File: src/core/acmp_regs.vh
// Register map, field positions and reset values of the converter threshold block
`ifndef ACMP_REGS_VH
`define ACMP_REGS_VH

// Register indices; byte address is four times the index
`define ACMP_IDX_FLAGS        16'h4011
`define ACMP_IDX_MASKS        16'h4019
`define ACMP_IDX_CTRL         16'h4030
`define ACMP_IDX_THR1         16'h4031
`define ACMP_IDX_THR2         16'h4032
`define ACMP_IDX_THR3         16'h4033
`define ACMP_IDX_THR4         16'h4034

// Threshold setup fields
`define ACMP_SRC_HI           15
`define ACMP_SRC_LO           13
`define ACMP_POL_BIT          12
`define ACMP_THR_HI           11
`define ACMP_THR_LO           0
`define ACMP_SETUP_RESET      16'h0000

// Flag and mask fields
`define ACMP_DRDY_BIT         8
`define ACMP_TRIP_HI          7
`define ACMP_TRIP_LO          4
`define ACMP_MASK_RESET       5'h1F

// Control register fields
`define ACMP_STS_HI           11
`define ACMP_STS_LO           8
`define ACMP_ENA_HI           3
`define ACMP_ENA_LO           0
`define ACMP_ENA_RESET        4'h0

// Source codes
`define ACMP_SRC_BACKUP       3'h0
`define ACMP_SRC_PIN10        3'h1
`define ACMP_SRC_PIN11        3'h2
`define ACMP_SRC_PIN12        3'h3
`define ACMP_SRC_TEMP         3'h5
`define ACMP_SRC_SUPPLY       3'h7

`endif

File: src/core/acmp_flag.v
// Sticky event flag, cleared by writing one; a set in the clear cycle wins
`timescale 1ns/10ps
module acmp_flag (
  // Clock and reset
  input  wire hclk,
  input  wire hresetn,
  // Event and clear
  input  wire set_i,
  input  wire clr_i,
  // Flag
  output reg  flag_r
);

  always @(posedge hclk or negedge hresetn) begin
    if (!hresetn) begin
      flag_r <= 1'b0;
    end else begin
      flag_r <= set_i | (flag_r & ~clr_i);
    end
  end

endmodule // acmp_flag

File: src/core/acmp_cmp.v
// One digital threshold comparator with its result status bit
`timescale 1ns/10ps
`include "acmp_regs.vh"
module acmp_cmp #(
  parameter BACKUP_OK = 0
) (
  // Clock and reset
  input  wire        hclk,
  input  wire        hresetn,
  // Setup
  input  wire        enable_i,
  input  wire [15:0] setup_i,
  // Conversion result
  input  wire        conv_done_i,
  input  wire [2:0]  conv_src_i,
  input  wire [11:0] conv_data_i,
  // Outcome
  output wire        trip_evt_o,
  output reg         status_r
);

  wire [2:0]  src_sel;
  wire        pol;
  wire [11:0] thr;
  reg         src_legal;
  wire        eval;
  wire        trip;

  assign src_sel = setup_i[`ACMP_SRC_HI:`ACMP_SRC_LO];
  assign pol     = setup_i[`ACMP_POL_BIT];
  assign thr     = setup_i[`ACMP_THR_HI:`ACMP_THR_LO];

  // Reserved codes never match any conversion
  always @* begin
    case (src_sel)
      `ACMP_SRC_PIN10, `ACMP_SRC_PIN11, `ACMP_SRC_PIN12,
      `ACMP_SRC_TEMP, `ACMP_SRC_SUPPLY : src_legal = 1'b1;
      `ACMP_SRC_BACKUP : src_legal = (BACKUP_OK != 0);
      default          : src_legal = 1'b0;
    endcase
  end

  // Only right after a conversion, only when enabled and on its channel
  assign eval = conv_done_i & enable_i & src_legal & (src_sel == conv_src_i);
  assign trip = pol ? (conv_data_i >= thr) : (conv_data_i < thr);
  assign trip_evt_o = eval & trip;

  always @(posedge hclk or negedge hresetn) begin
    if (!hresetn) begin
      status_r <= 1'b0;
    end else if (eval) begin
      status_r <= trip;
    end
  end

endmodule // acmp_cmp

File: src/core/acmp_top.v
// Auxiliary converter threshold comparators and interrupt logic behind an AHB-Lite slave
// Behaviour
// - Comparators one to three take a 3-bit source in bits 15:13; 1,2,3 pins ten to twelve, 5 temperature, 7 supply.
// - Comparator four shares the encoding but code 0 selects the backup battery, which only it can watch.
// - Bit 12 picks trip polarity: 0 trips below the threshold, 1 trips at or above it.
// - The threshold is a 12-bit unsigned field in bits 11:0, reset zero, compared directly with the result.
// - A new result raises the data-ready flag and a crossed threshold raises its comparator flag.
// - Any unmasked flag drives the single primary converter interrupt.
// - Mask bits at 8 and 7:4 block their flags when one, and reset to one.
// - The data-ready flag is bit 8 of the flag register and sets on the rising edge of data-ready.
// - Reading a result never clears data-ready; only writing one to its bit does.
// - Comparator flags one to four sit in bits 7:4, set by their trip and cleared by writing one.
// - Comparisons are made only right after a conversion completes.
// - A comparator acts only while its enable bit is set; disabled ones change nothing.
// - Each comparator shows a status bit holding its latest comparison outcome.
`timescale 1ns/10ps
`include "acmp_regs.vh"
module acmp_top (
  // Clock and reset
  input  wire        hclk,
  input  wire        hresetn,
  // AHB-Lite slave
  input  wire        hsel,
  input  wire [31:0] haddr,
  input  wire [1:0]  htrans,
  input  wire        hwrite,
  input  wire [2:0]  hsize,
  input  wire [31:0] hwdata,
  input  wire        hready,
  output wire        hreadyout,
  output wire        hresp,
  output reg  [31:0] hrdata,
  // Converter result path
  input  wire        conv_ready,
  input  wire [2:0]  conv_src,
  input  wire [11:0] conv_data,
  // Interrupt
  output wire        converter_primary_irq
);

  ////////////////////////////////////////////////////////////////////////////
  // Bus front end

  reg         wr_pend_r;
  reg         rd_pend_r;
  reg  [15:0] idx_r;
  wire        take;
  wire        in_range;

  // Window check keeps aliases of the 16-bit index from decoding
  assign in_range = (haddr[31:18] == 14'h0000) & (haddr[1:0] == 2'h0);
  assign take     = hsel & hready & htrans[1];

  always @(posedge hclk or negedge hresetn) begin
    if (!hresetn) begin
      wr_pend_r <= 1'b0;
      rd_pend_r <= 1'b0;
      idx_r     <= 16'h0000;
    end else begin
      wr_pend_r <= take & hwrite & in_range;
      rd_pend_r <= take & ~hwrite;
      if (take) begin
        idx_r <= in_range ? haddr[17:2] : 16'hFFFF;
      end
    end
  end

  // One wait state on reads so a write just before is seen
  assign hreadyout = ~rd_pend_r;
  assign hresp     = 1'b0;

  wire wr_flags = wr_pend_r & (idx_r == `ACMP_IDX_FLAGS);
  wire wr_masks = wr_pend_r & (idx_r == `ACMP_IDX_MASKS);
  wire wr_ctrl  = wr_pend_r & (idx_r == `ACMP_IDX_CTRL);

  ////////////////////////////////////////////////////////////////////////////
  // Software registers

  reg  [15:0] setup_r [0:3];
  reg  [4:0]  mask_r;
  reg  [3:0]  ena_r;
  wire [63:0] setup_flat;

  genvar g;
  generate
    for (g = 0; g < 4; g = g + 1) begin : g_setup
      wire wr_this = wr_pend_r & (idx_r == (`ACMP_IDX_THR1 + g));
      always @(posedge hclk or negedge hresetn) begin
        if (!hresetn) begin
          setup_r[g] <= `ACMP_SETUP_RESET;
        end else if (wr_this) begin
          setup_r[g] <= hwdata[15:0];
        end
      end
      assign setup_flat[g*16 +: 16] = setup_r[g];
    end
  endgenerate

  always @(posedge hclk or negedge hresetn) begin
    if (!hresetn) begin
      mask_r <= `ACMP_MASK_RESET;
      ena_r  <= `ACMP_ENA_RESET;
    end else begin
      if (wr_masks) begin
        mask_r <= hwdata[`ACMP_DRDY_BIT:`ACMP_TRIP_LO];
      end
      if (wr_ctrl) begin
        ena_r <= hwdata[`ACMP_ENA_HI:`ACMP_ENA_LO];
      end
    end
  end

  ////////////////////////////////////////////////////////////////////////////
  // Data-ready edge and comparators

  reg        conv_ready_d_r;
  wire       conv_done;
  wire [3:0] trip_evt;
  wire [3:0] status;

  always @(posedge hclk or negedge hresetn) begin
    if (!hresetn) begin
      conv_ready_d_r <= 1'b0;
    end else begin
      conv_ready_d_r <= conv_ready;
    end
  end

  // A held ready level counts once
  assign conv_done = conv_ready & ~conv_ready_d_r;

  generate
    for (g = 0; g < 4; g = g + 1) begin : g_cmp
      acmp_cmp #(
        .BACKUP_OK (g == 3)
      ) u_cmp (
        .hclk        (hclk),
        .hresetn     (hresetn),
        .enable_i    (ena_r[g]),
        .setup_i     (setup_flat[g*16 +: 16]),
        .conv_done_i (conv_done),
        .conv_src_i  (conv_src),
        .conv_data_i (conv_data),
        .trip_evt_o  (trip_evt[g]),
        .status_r    (status[g])
      );
    end
  endgenerate

  ////////////////////////////////////////////////////////////////////////////
  // Flags and interrupt

  wire [4:0] flag_set;
  wire [4:0] flag;

  // Bit 4 is data-ready, bits 3:0 comparators one to four
  assign flag_set = {conv_done, trip_evt};

  generate
    for (g = 0; g < 5; g = g + 1) begin : g_flag
      acmp_flag u_flag (
        .hclk    (hclk),
        .hresetn (hresetn),
        .set_i   (flag_set[g]),
        .clr_i   (wr_flags & hwdata[`ACMP_TRIP_LO + g]),
        .flag_r  (flag[g])
      );
    end
  endgenerate

  assign converter_primary_irq = |(flag & ~mask_r);

  ////////////////////////////////////////////////////////////////////////////
  // Read data

  reg [15:0] rd_val;

  always @* begin
    rd_val = 16'h0000;
    case (idx_r)
      `ACMP_IDX_FLAGS : rd_val[`ACMP_DRDY_BIT:`ACMP_TRIP_LO] = flag;
      `ACMP_IDX_MASKS : rd_val[`ACMP_DRDY_BIT:`ACMP_TRIP_LO] = mask_r;
      `ACMP_IDX_CTRL  : rd_val = {4'h0, status, 4'h0, ena_r};
      `ACMP_IDX_THR1  : rd_val = setup_r[0];
      `ACMP_IDX_THR2  : rd_val = setup_r[1];
      `ACMP_IDX_THR3  : rd_val = setup_r[2];
      `ACMP_IDX_THR4  : rd_val = setup_r[3];
      default         : rd_val = 16'h0000;
    endcase
  end

  always @(posedge hclk or negedge hresetn) begin
    if (!hresetn) begin
      hrdata <= 32'h00000000;
    end else if (rd_pend_r) begin
      hrdata <= {16'h0000, rd_val};
    end
  end

endmodule // acmp_top

File: config.mk
export PLATFORM = sky130hd
export DESIGN_NAME = acmp_top
export DESIGN_NICKNAME = d
export VERILOG_FILES = /design/src/core/acmp_flag.v /design/src/core/acmp_cmp.v /design/src/core/acmp_top.v
export VERILOG_INCLUDE_DIRS = /design/src /design/src/core
export SDC_FILE = /design/constraint.sdc
export NUM_CORES = 1
export LEC_CHECK = 0
export BUFFER_PORTS_ARGS = -buffer_cell sky130_fd_sc_hd__buf_2
export CAP_MARGIN = 5
export CORE_MARGIN = 2
export CORE_UTILIZATION = 62
export CTS_BUF_LIST = sky130_fd_sc_hd__clkbuf_4
export DETAILED_ROUTE_END_ITERATION = 8
export GPL_ROUTABILITY_DRIVEN = 0
export PLACE_DENSITY = 0.85
export RECOVER_POWER = 50
export SYNTH_ARGS = -nofsm -noshare
export SYNTH_HDL_FRONTEND = slang
export SYNTH_SLANG_ARGS = --single-unit
File: constraint.sdc
create_clock -name hclk -period 4 [get_ports hclk]
set_clock_uncertainty 0.05 [all_clocks]
set_input_delay 0.4 -clock hclk [delete_from_list [all_inputs] [get_ports hclk]]
set_output_delay 0.4 -clock hclk [all_outputs]
set_load 0.01 [all_outputs]
Word-level counts from Yosys, hierarchy flattened

Index checks and enable logic that the tools add are counted.

Flip-flop bits (word level): 117

Reduce and logical (&&, ||, !) cells: 8
Muxes and demuxes: 12
Equal/unequal tests: 31
Order comparisons: 8
Bitwise logic cells: 55

Operator list:

| cell                                                              | number |
|---|---|
| 16-bit by 15-bit == test with 1-bit output, second input constant | 7 |
| 12-bit greater-or-equal comparator                                | 4 |
| 12-bit < comparator                                               | 4 |
| 1-bit AND                                                         | 40 |
| 5-bit one-hot mux with 7 select lines                             | 1 |
| 7-bit one-hot mux with 5 select lines                             | 1 |
| 3-bit by 2-bit == test with 1-bit output, second input constant   | 8 |
| 3-bit == test, second input constant                              | 8 |
| 4-bit one-hot mux with 5 select lines                             | 1 |
| 5-bit OR reduction                                                | 4 |
| 16-bit 2-to-1 mux                                                 | 1 |
| 14-bit zero test                                                  | 1 |
| 3-bit by 1-bit == test with 1-bit output, second input constant   | 4 |
| 3-bit == test                                                     | 4 |
| 1-bit 2-to-1 mux                                                  | 8 |
| 1-bit NOT                                                         | 8 |
| 6-bit OR reduction                                                | 1 |
| 5-bit AND                                                         | 1 |
| 5-bit NOT                                                         | 1 |
| 1-bit bitwise OR                                                  | 5 |
| 3-bit zero test                                                   | 1 |
| 2-bit zero test                                                   | 1 |

Logic depth before layout (Yosys ltp)

Word-level depth: 7
Gate-level depth with buffers: 8

Cells and area by module

From an unflattened synthesis, not the netlist that was laid out.

Cell total of the unflattened synthesis: 638
Area total of the unflattened synthesis: 7046.8 um2

Modules (own cells, without submodules):

| module                        | times used | sequential area each (um2) | cells each | area each (um2) |
|---|---|---|---|---|
| acmp_top                      | 1          | 2708.8                     | 396        | 5109.9 |
| acmp_cmp (g_cmp[0].u_cmp ...) | 2          | 25.0                       | 57         | 441.7 |
| acmp_cmp (g_cmp[3].u_cmp)     | 1          | 25.0                       | 56         | 436.7 |
| acmp_cmp (g_cmp[1].u_cmp)     | 1          | 25.0                       | 57         | 435.4 |
| acmp_flag                     | 5          | 25.0                       | 3          | 36.3 |

Worst setup path after synthesis

OpenSTA, ideal clock, no wires.

Kind: input to register
Start: input port conv_data[1]
End: register g_cmp[3].u_cmp.status_r
Arrival time: 2.041 ns
Data required time: 3.825 ns
Buffers on the path: 0
Setup time: 0.125 ns
Setup slack: 1.785 ns
Stages on the path: 7
Path through: ha_1 > nor2b_1 > o211ai_1 > a21oi_1 > a2111oi_0 > mux2_2 > mux2_2

Cells in the longest elaborated chain, start to end: 2
Elaborated cells between the ends (all ways): 3

RTL lines:

| element                                                                   | line          | source |
|---|---|---|
| start: declaration                                                        | acmp_top.v:36 | `input wire [11:0] conv_data,` |
| 12-bit < comparator or 12-bit greater-or-equal comparator (tied branches) | acmp_cmp.v:45 | `assign trip = pol ? (conv_data_i >= thr) : (conv_data_i < thr);` |
| 1-bit 2-to-1 mux (*)                                                      | acmp_cmp.v:45 |  |
| end signal: assignment                                                    | acmp_cmp.v:52 | `status_r <= trip;` |
| end: declaration                                                          | acmp_cmp.v:19 | `output reg status_r` |

Mark *: on every way between the ends. The rest lies on a longest branch, timed or not.
A chain may end at the register's enable or synchronous reset.

==> results.yml <==
setup_path:
  reg2reg_slack_ns: 1.26
  cp_num_buf_inv: 2
  cp_max_fo: 91
  reg2reg_to: "setup_flat[35]$_DFFE_PN0P_"
  reg2reg_depth: 7
  crit_type: "input pin to asynchronous set/reset pin"
  cp.depth: 2
  crit_required_ns: 4.35
  start_kind: "input pin"
  cp-end-kind: "asynchronous set/reset pin"
  crit_family: "buffers and inverters"
  worstPathCellList: "clkbuf_2 -> clkbuf_1"
  max_stage_delay_ns: 1.56
  critPathSlowestCell: "clkbuf_2"
  cp_data_arrival_time_ns: 3.16
  r2r_start: "idx_r[13]$_DFFE_PN0P_"
timing:
  tns_ns: 0
  tightest_slew_ns: 2.28
  clock.fmax_ghz: 0.356
  relSlewSlack_pct: -51.7
  fin_crit_sh_pct: 70.2
  rsz0062_at_grt: "no"
  hold_viol_final: 0
  report.final.slew_viol_count: 92
  finalCriticalPeriod_ns: 2.81
  setup_viol: 0
floorplanning:
  die_x_um: 108
  num_rows: 37
  fp.dieH_um: 108
  start_util_pct: 64.1
  io_pins: 125
  die_area_sq_mm: 0.0116
  design.core.area_sq_mm: 0.0104
grt:
  grt_pass1_wl_um: 27600
  grt_pass1_vias: 5603
  grt_antenna_before_repair: 0
  track_usage_pct: 31.4
  grt_max_degree: 92
  overflow: 0
synthesis:
  synth_edf_count: 0
  netlist_area_sq_mm: 0.00665
  synth_area_per_cell_sq_um: 10.6
  synth-seq-cells: 117
  ys.flop_type: "dfrtp_1"
  async_flop_share_pct: 100
  ys_seq_area_share_pct: 44.1
  synthCells: 628
  ys_types: 67
  synth_warnings: 0
final_layout:
  drive_gt1_share_pct: 25.9
  nets: 854
  layout_commonest_cell: "dfrtp_1"
  seq_area_sq_mm: 0.00293
  final_cell_area_sq_mm: 0.00729
  final_cell_mix: "112 x dfrtp_1, 78 x buf_2, 64 x inv_1, 62 x nand2_1, 48 x ha_1"
  fin_cells: 863
  multi_input_area_sq_mm: 0.00327
  area_growth_pct: 9.63
  final.fill_count: 738
  antenna_cells: 0
detailed_routing:
  wl_per_cell_um: 20.0
  drt_iter0_drc: 515
  drc: 0
  postRouteAntennaNets: 0
  viasPerCell: 6.25
  vias: 5397
  firstDrtPassIters: 5
  wirelength_um: 17200
clocking:
  clkTransAtPathRegs_ns: 0.09
  clk_path_buf_depth: 2
  numCtsBuffers: 17
  clock-root-buffer: "clkbuf_4"
  cts.sinks: 117
  post-cts-setup-buffers: 0
  cts_tree: "done"
  cts_hold_buffers: 1
  postCtsResizedCells: 0
  htreeDepth: 4
  clock_latency_ns: 0.52
job:
  max_cap_viol_count: 1
worst_hold_path:
  min-delay-start: "haddr[9]"
  hold_path_depth: 2
  hold_end: "idx_r[7]$_DFFE_PN0P_"
  hp-class: "input pin to register"
power:
  p_seq_share_pct: 57.7
  swShare_pct: 27.2
  switchingPower_uw: 587
  p_clk_share_pct: 31.6
  powerDensity_mw_per_mm2: 296
  power.leakage_nw: 3.67
  peakVddDrop_mv: 0.192
  combPwrFrac_pct: 10.7
  intPower_mw: 1.57
placement:
  port_buffers: 87
  hpwl_um: 12700
  post_dp_cell_area_sq_mm: 0.00709
  dp.cells: 832
outcome:
  status: "finished with violations"
  violations: "capacitance limit, slew limit"
[through the flow]
step	utilization (%)	hold WS [ns]	setup WS (ns)	total power, mW
6_report	70.3	0.0390	1.19	2.16
5_1_grt	70.3	0.0121	0.600	2.25
4_1_cts	70.5	0.00376	1.27	2.17
3_5_place_dp	68.4	0.433	1.28	1.50
3_3_place_gp	68.4	0.415	1.39	1.48
2_1_floorplan	-	0.0544	1.78	1.38
[how the worst max path moves through the flow]
stage / start / end / slack, ns
3_5_place_dp: idx_r[13]$_DFFE_PN0P_ / setup_flat[35]$_DFFE_PN0P_ / 1.28
6_report: hresetn / g_flag[1].u_flag.flag_r$_DFF_PN0_ / 1.19
5_1_grt: hresetn / idx_r[6]$_DFFE_PN0P_ / 0.60
4_1_cts: idx_r[13]$_DFFE_PN0P_ / setup_flat[35]$_DFFE_PN0P_ / 1.27
3_3_place_gp: idx_r[13]$_DFFE_PN0P_ / setup_flat[10]$_DFFE_PN0P_ / 1.39
2_1_floorplan: conv_data[1] / g_cmp[3].u_cmp.status_r$_DFFE_PN0P_ / 1.78
[layout make-up]
class,count,share of cell area [%]
multi-input cells,422,44.8
flip-flops and latches,117,40.3
well taps,136,2.33
inverters,64,3.30
clock buffers,22,2.27
repair buffers,94,6.54
clock inverters,8,0.515
[synthesized netlist by cell type (4+ instances only)]
cell,number,area share [%]
mux2_2,37,6.3
o21ai_1,6,0.45
mux4_2,8,2.7
mux2_1,8,1.4
a222oi_1,6,0.90
o21ai_0,39,2.9
o2bb2ai_1,5,0.66
a21oi_1,23,1.7
nand2_1,62,3.5
nand4_1,7,0.66
a22o_1,4,0.53
o22a_1,16,2.1
nand3_1,6,0.45
ha_1,48,9.0
nor4_1,8,0.75
o21ai_2,16,2.1
a221oi_1,13,1.7
dfrtp_1,112,42
dfstp_2,5,2.0
nor3_1,4,0.30
buf_4,17,1.9
and3_1,7,0.66
nor2_1,22,1.2
nor2b_1,4,0.38
a21o_1,4,0.45
inv_1,64,3.6
buf_2,5,0.38
buf_6,6,1.0
clkbuf_1,11,0.62
nand2b_1,5,0.47
[logic make-up (layout without fill, tap and decap cells)]
kind of cell | after synthesis | in the layout | synth area share [%]
DFF | 117 | 117 | 44.1
other | 1 | 17 | 0.0564
muxes | 53 | 53 | 10.3
adders and majority gates | 48 | 48 | 9.03
AOI/OAI and AO/OA | 155 | 155 | 16.5
xor gates and xnor gates | 3 | 3 | 0.395
buffers and inverters | 105 | 188 | 7.66
and+or+nand+nor | 146 | 146 | 11.9
[power groups by stage]
stage / Clock, mW / Combinational (mW) / Sequential (mW)
2_1_floorplan: 0 / 0.108 / 1.27
3_3_place_gp: 0 / 0.219 / 1.26
3_5_place_dp: 0 / 0.232 / 1.27
4_1_cts: 0.692 / 0.234 / 1.24
5_1_grt: 0.747 / 0.257 / 1.25
6_report: 0.682 / 0.231 / 1.24
[sequential cells by signal (all words and copies together) (netlist names)]
signal	cells
rd_pend_r	1
setup_flat	64
conv_ready_d_r	1
hrdata	16
g_cmp.u_cmp.status_r	4
mask_r	5
wr_pend_r	1
idx_r	16
ena_r	4
g_flag.u_flag.flag_r	5
[routing by layer]
metal,GRT usage [%],up-vias,part of all wire [%]
met5,0,-,0
li1,-,2416,-
met3,7.02,48,8.0
met1,40.5,2663,40
met4,13.6,0,3.0
met2,51.2,270,49
No activity file was read; power rests on OpenSTA's default activity.
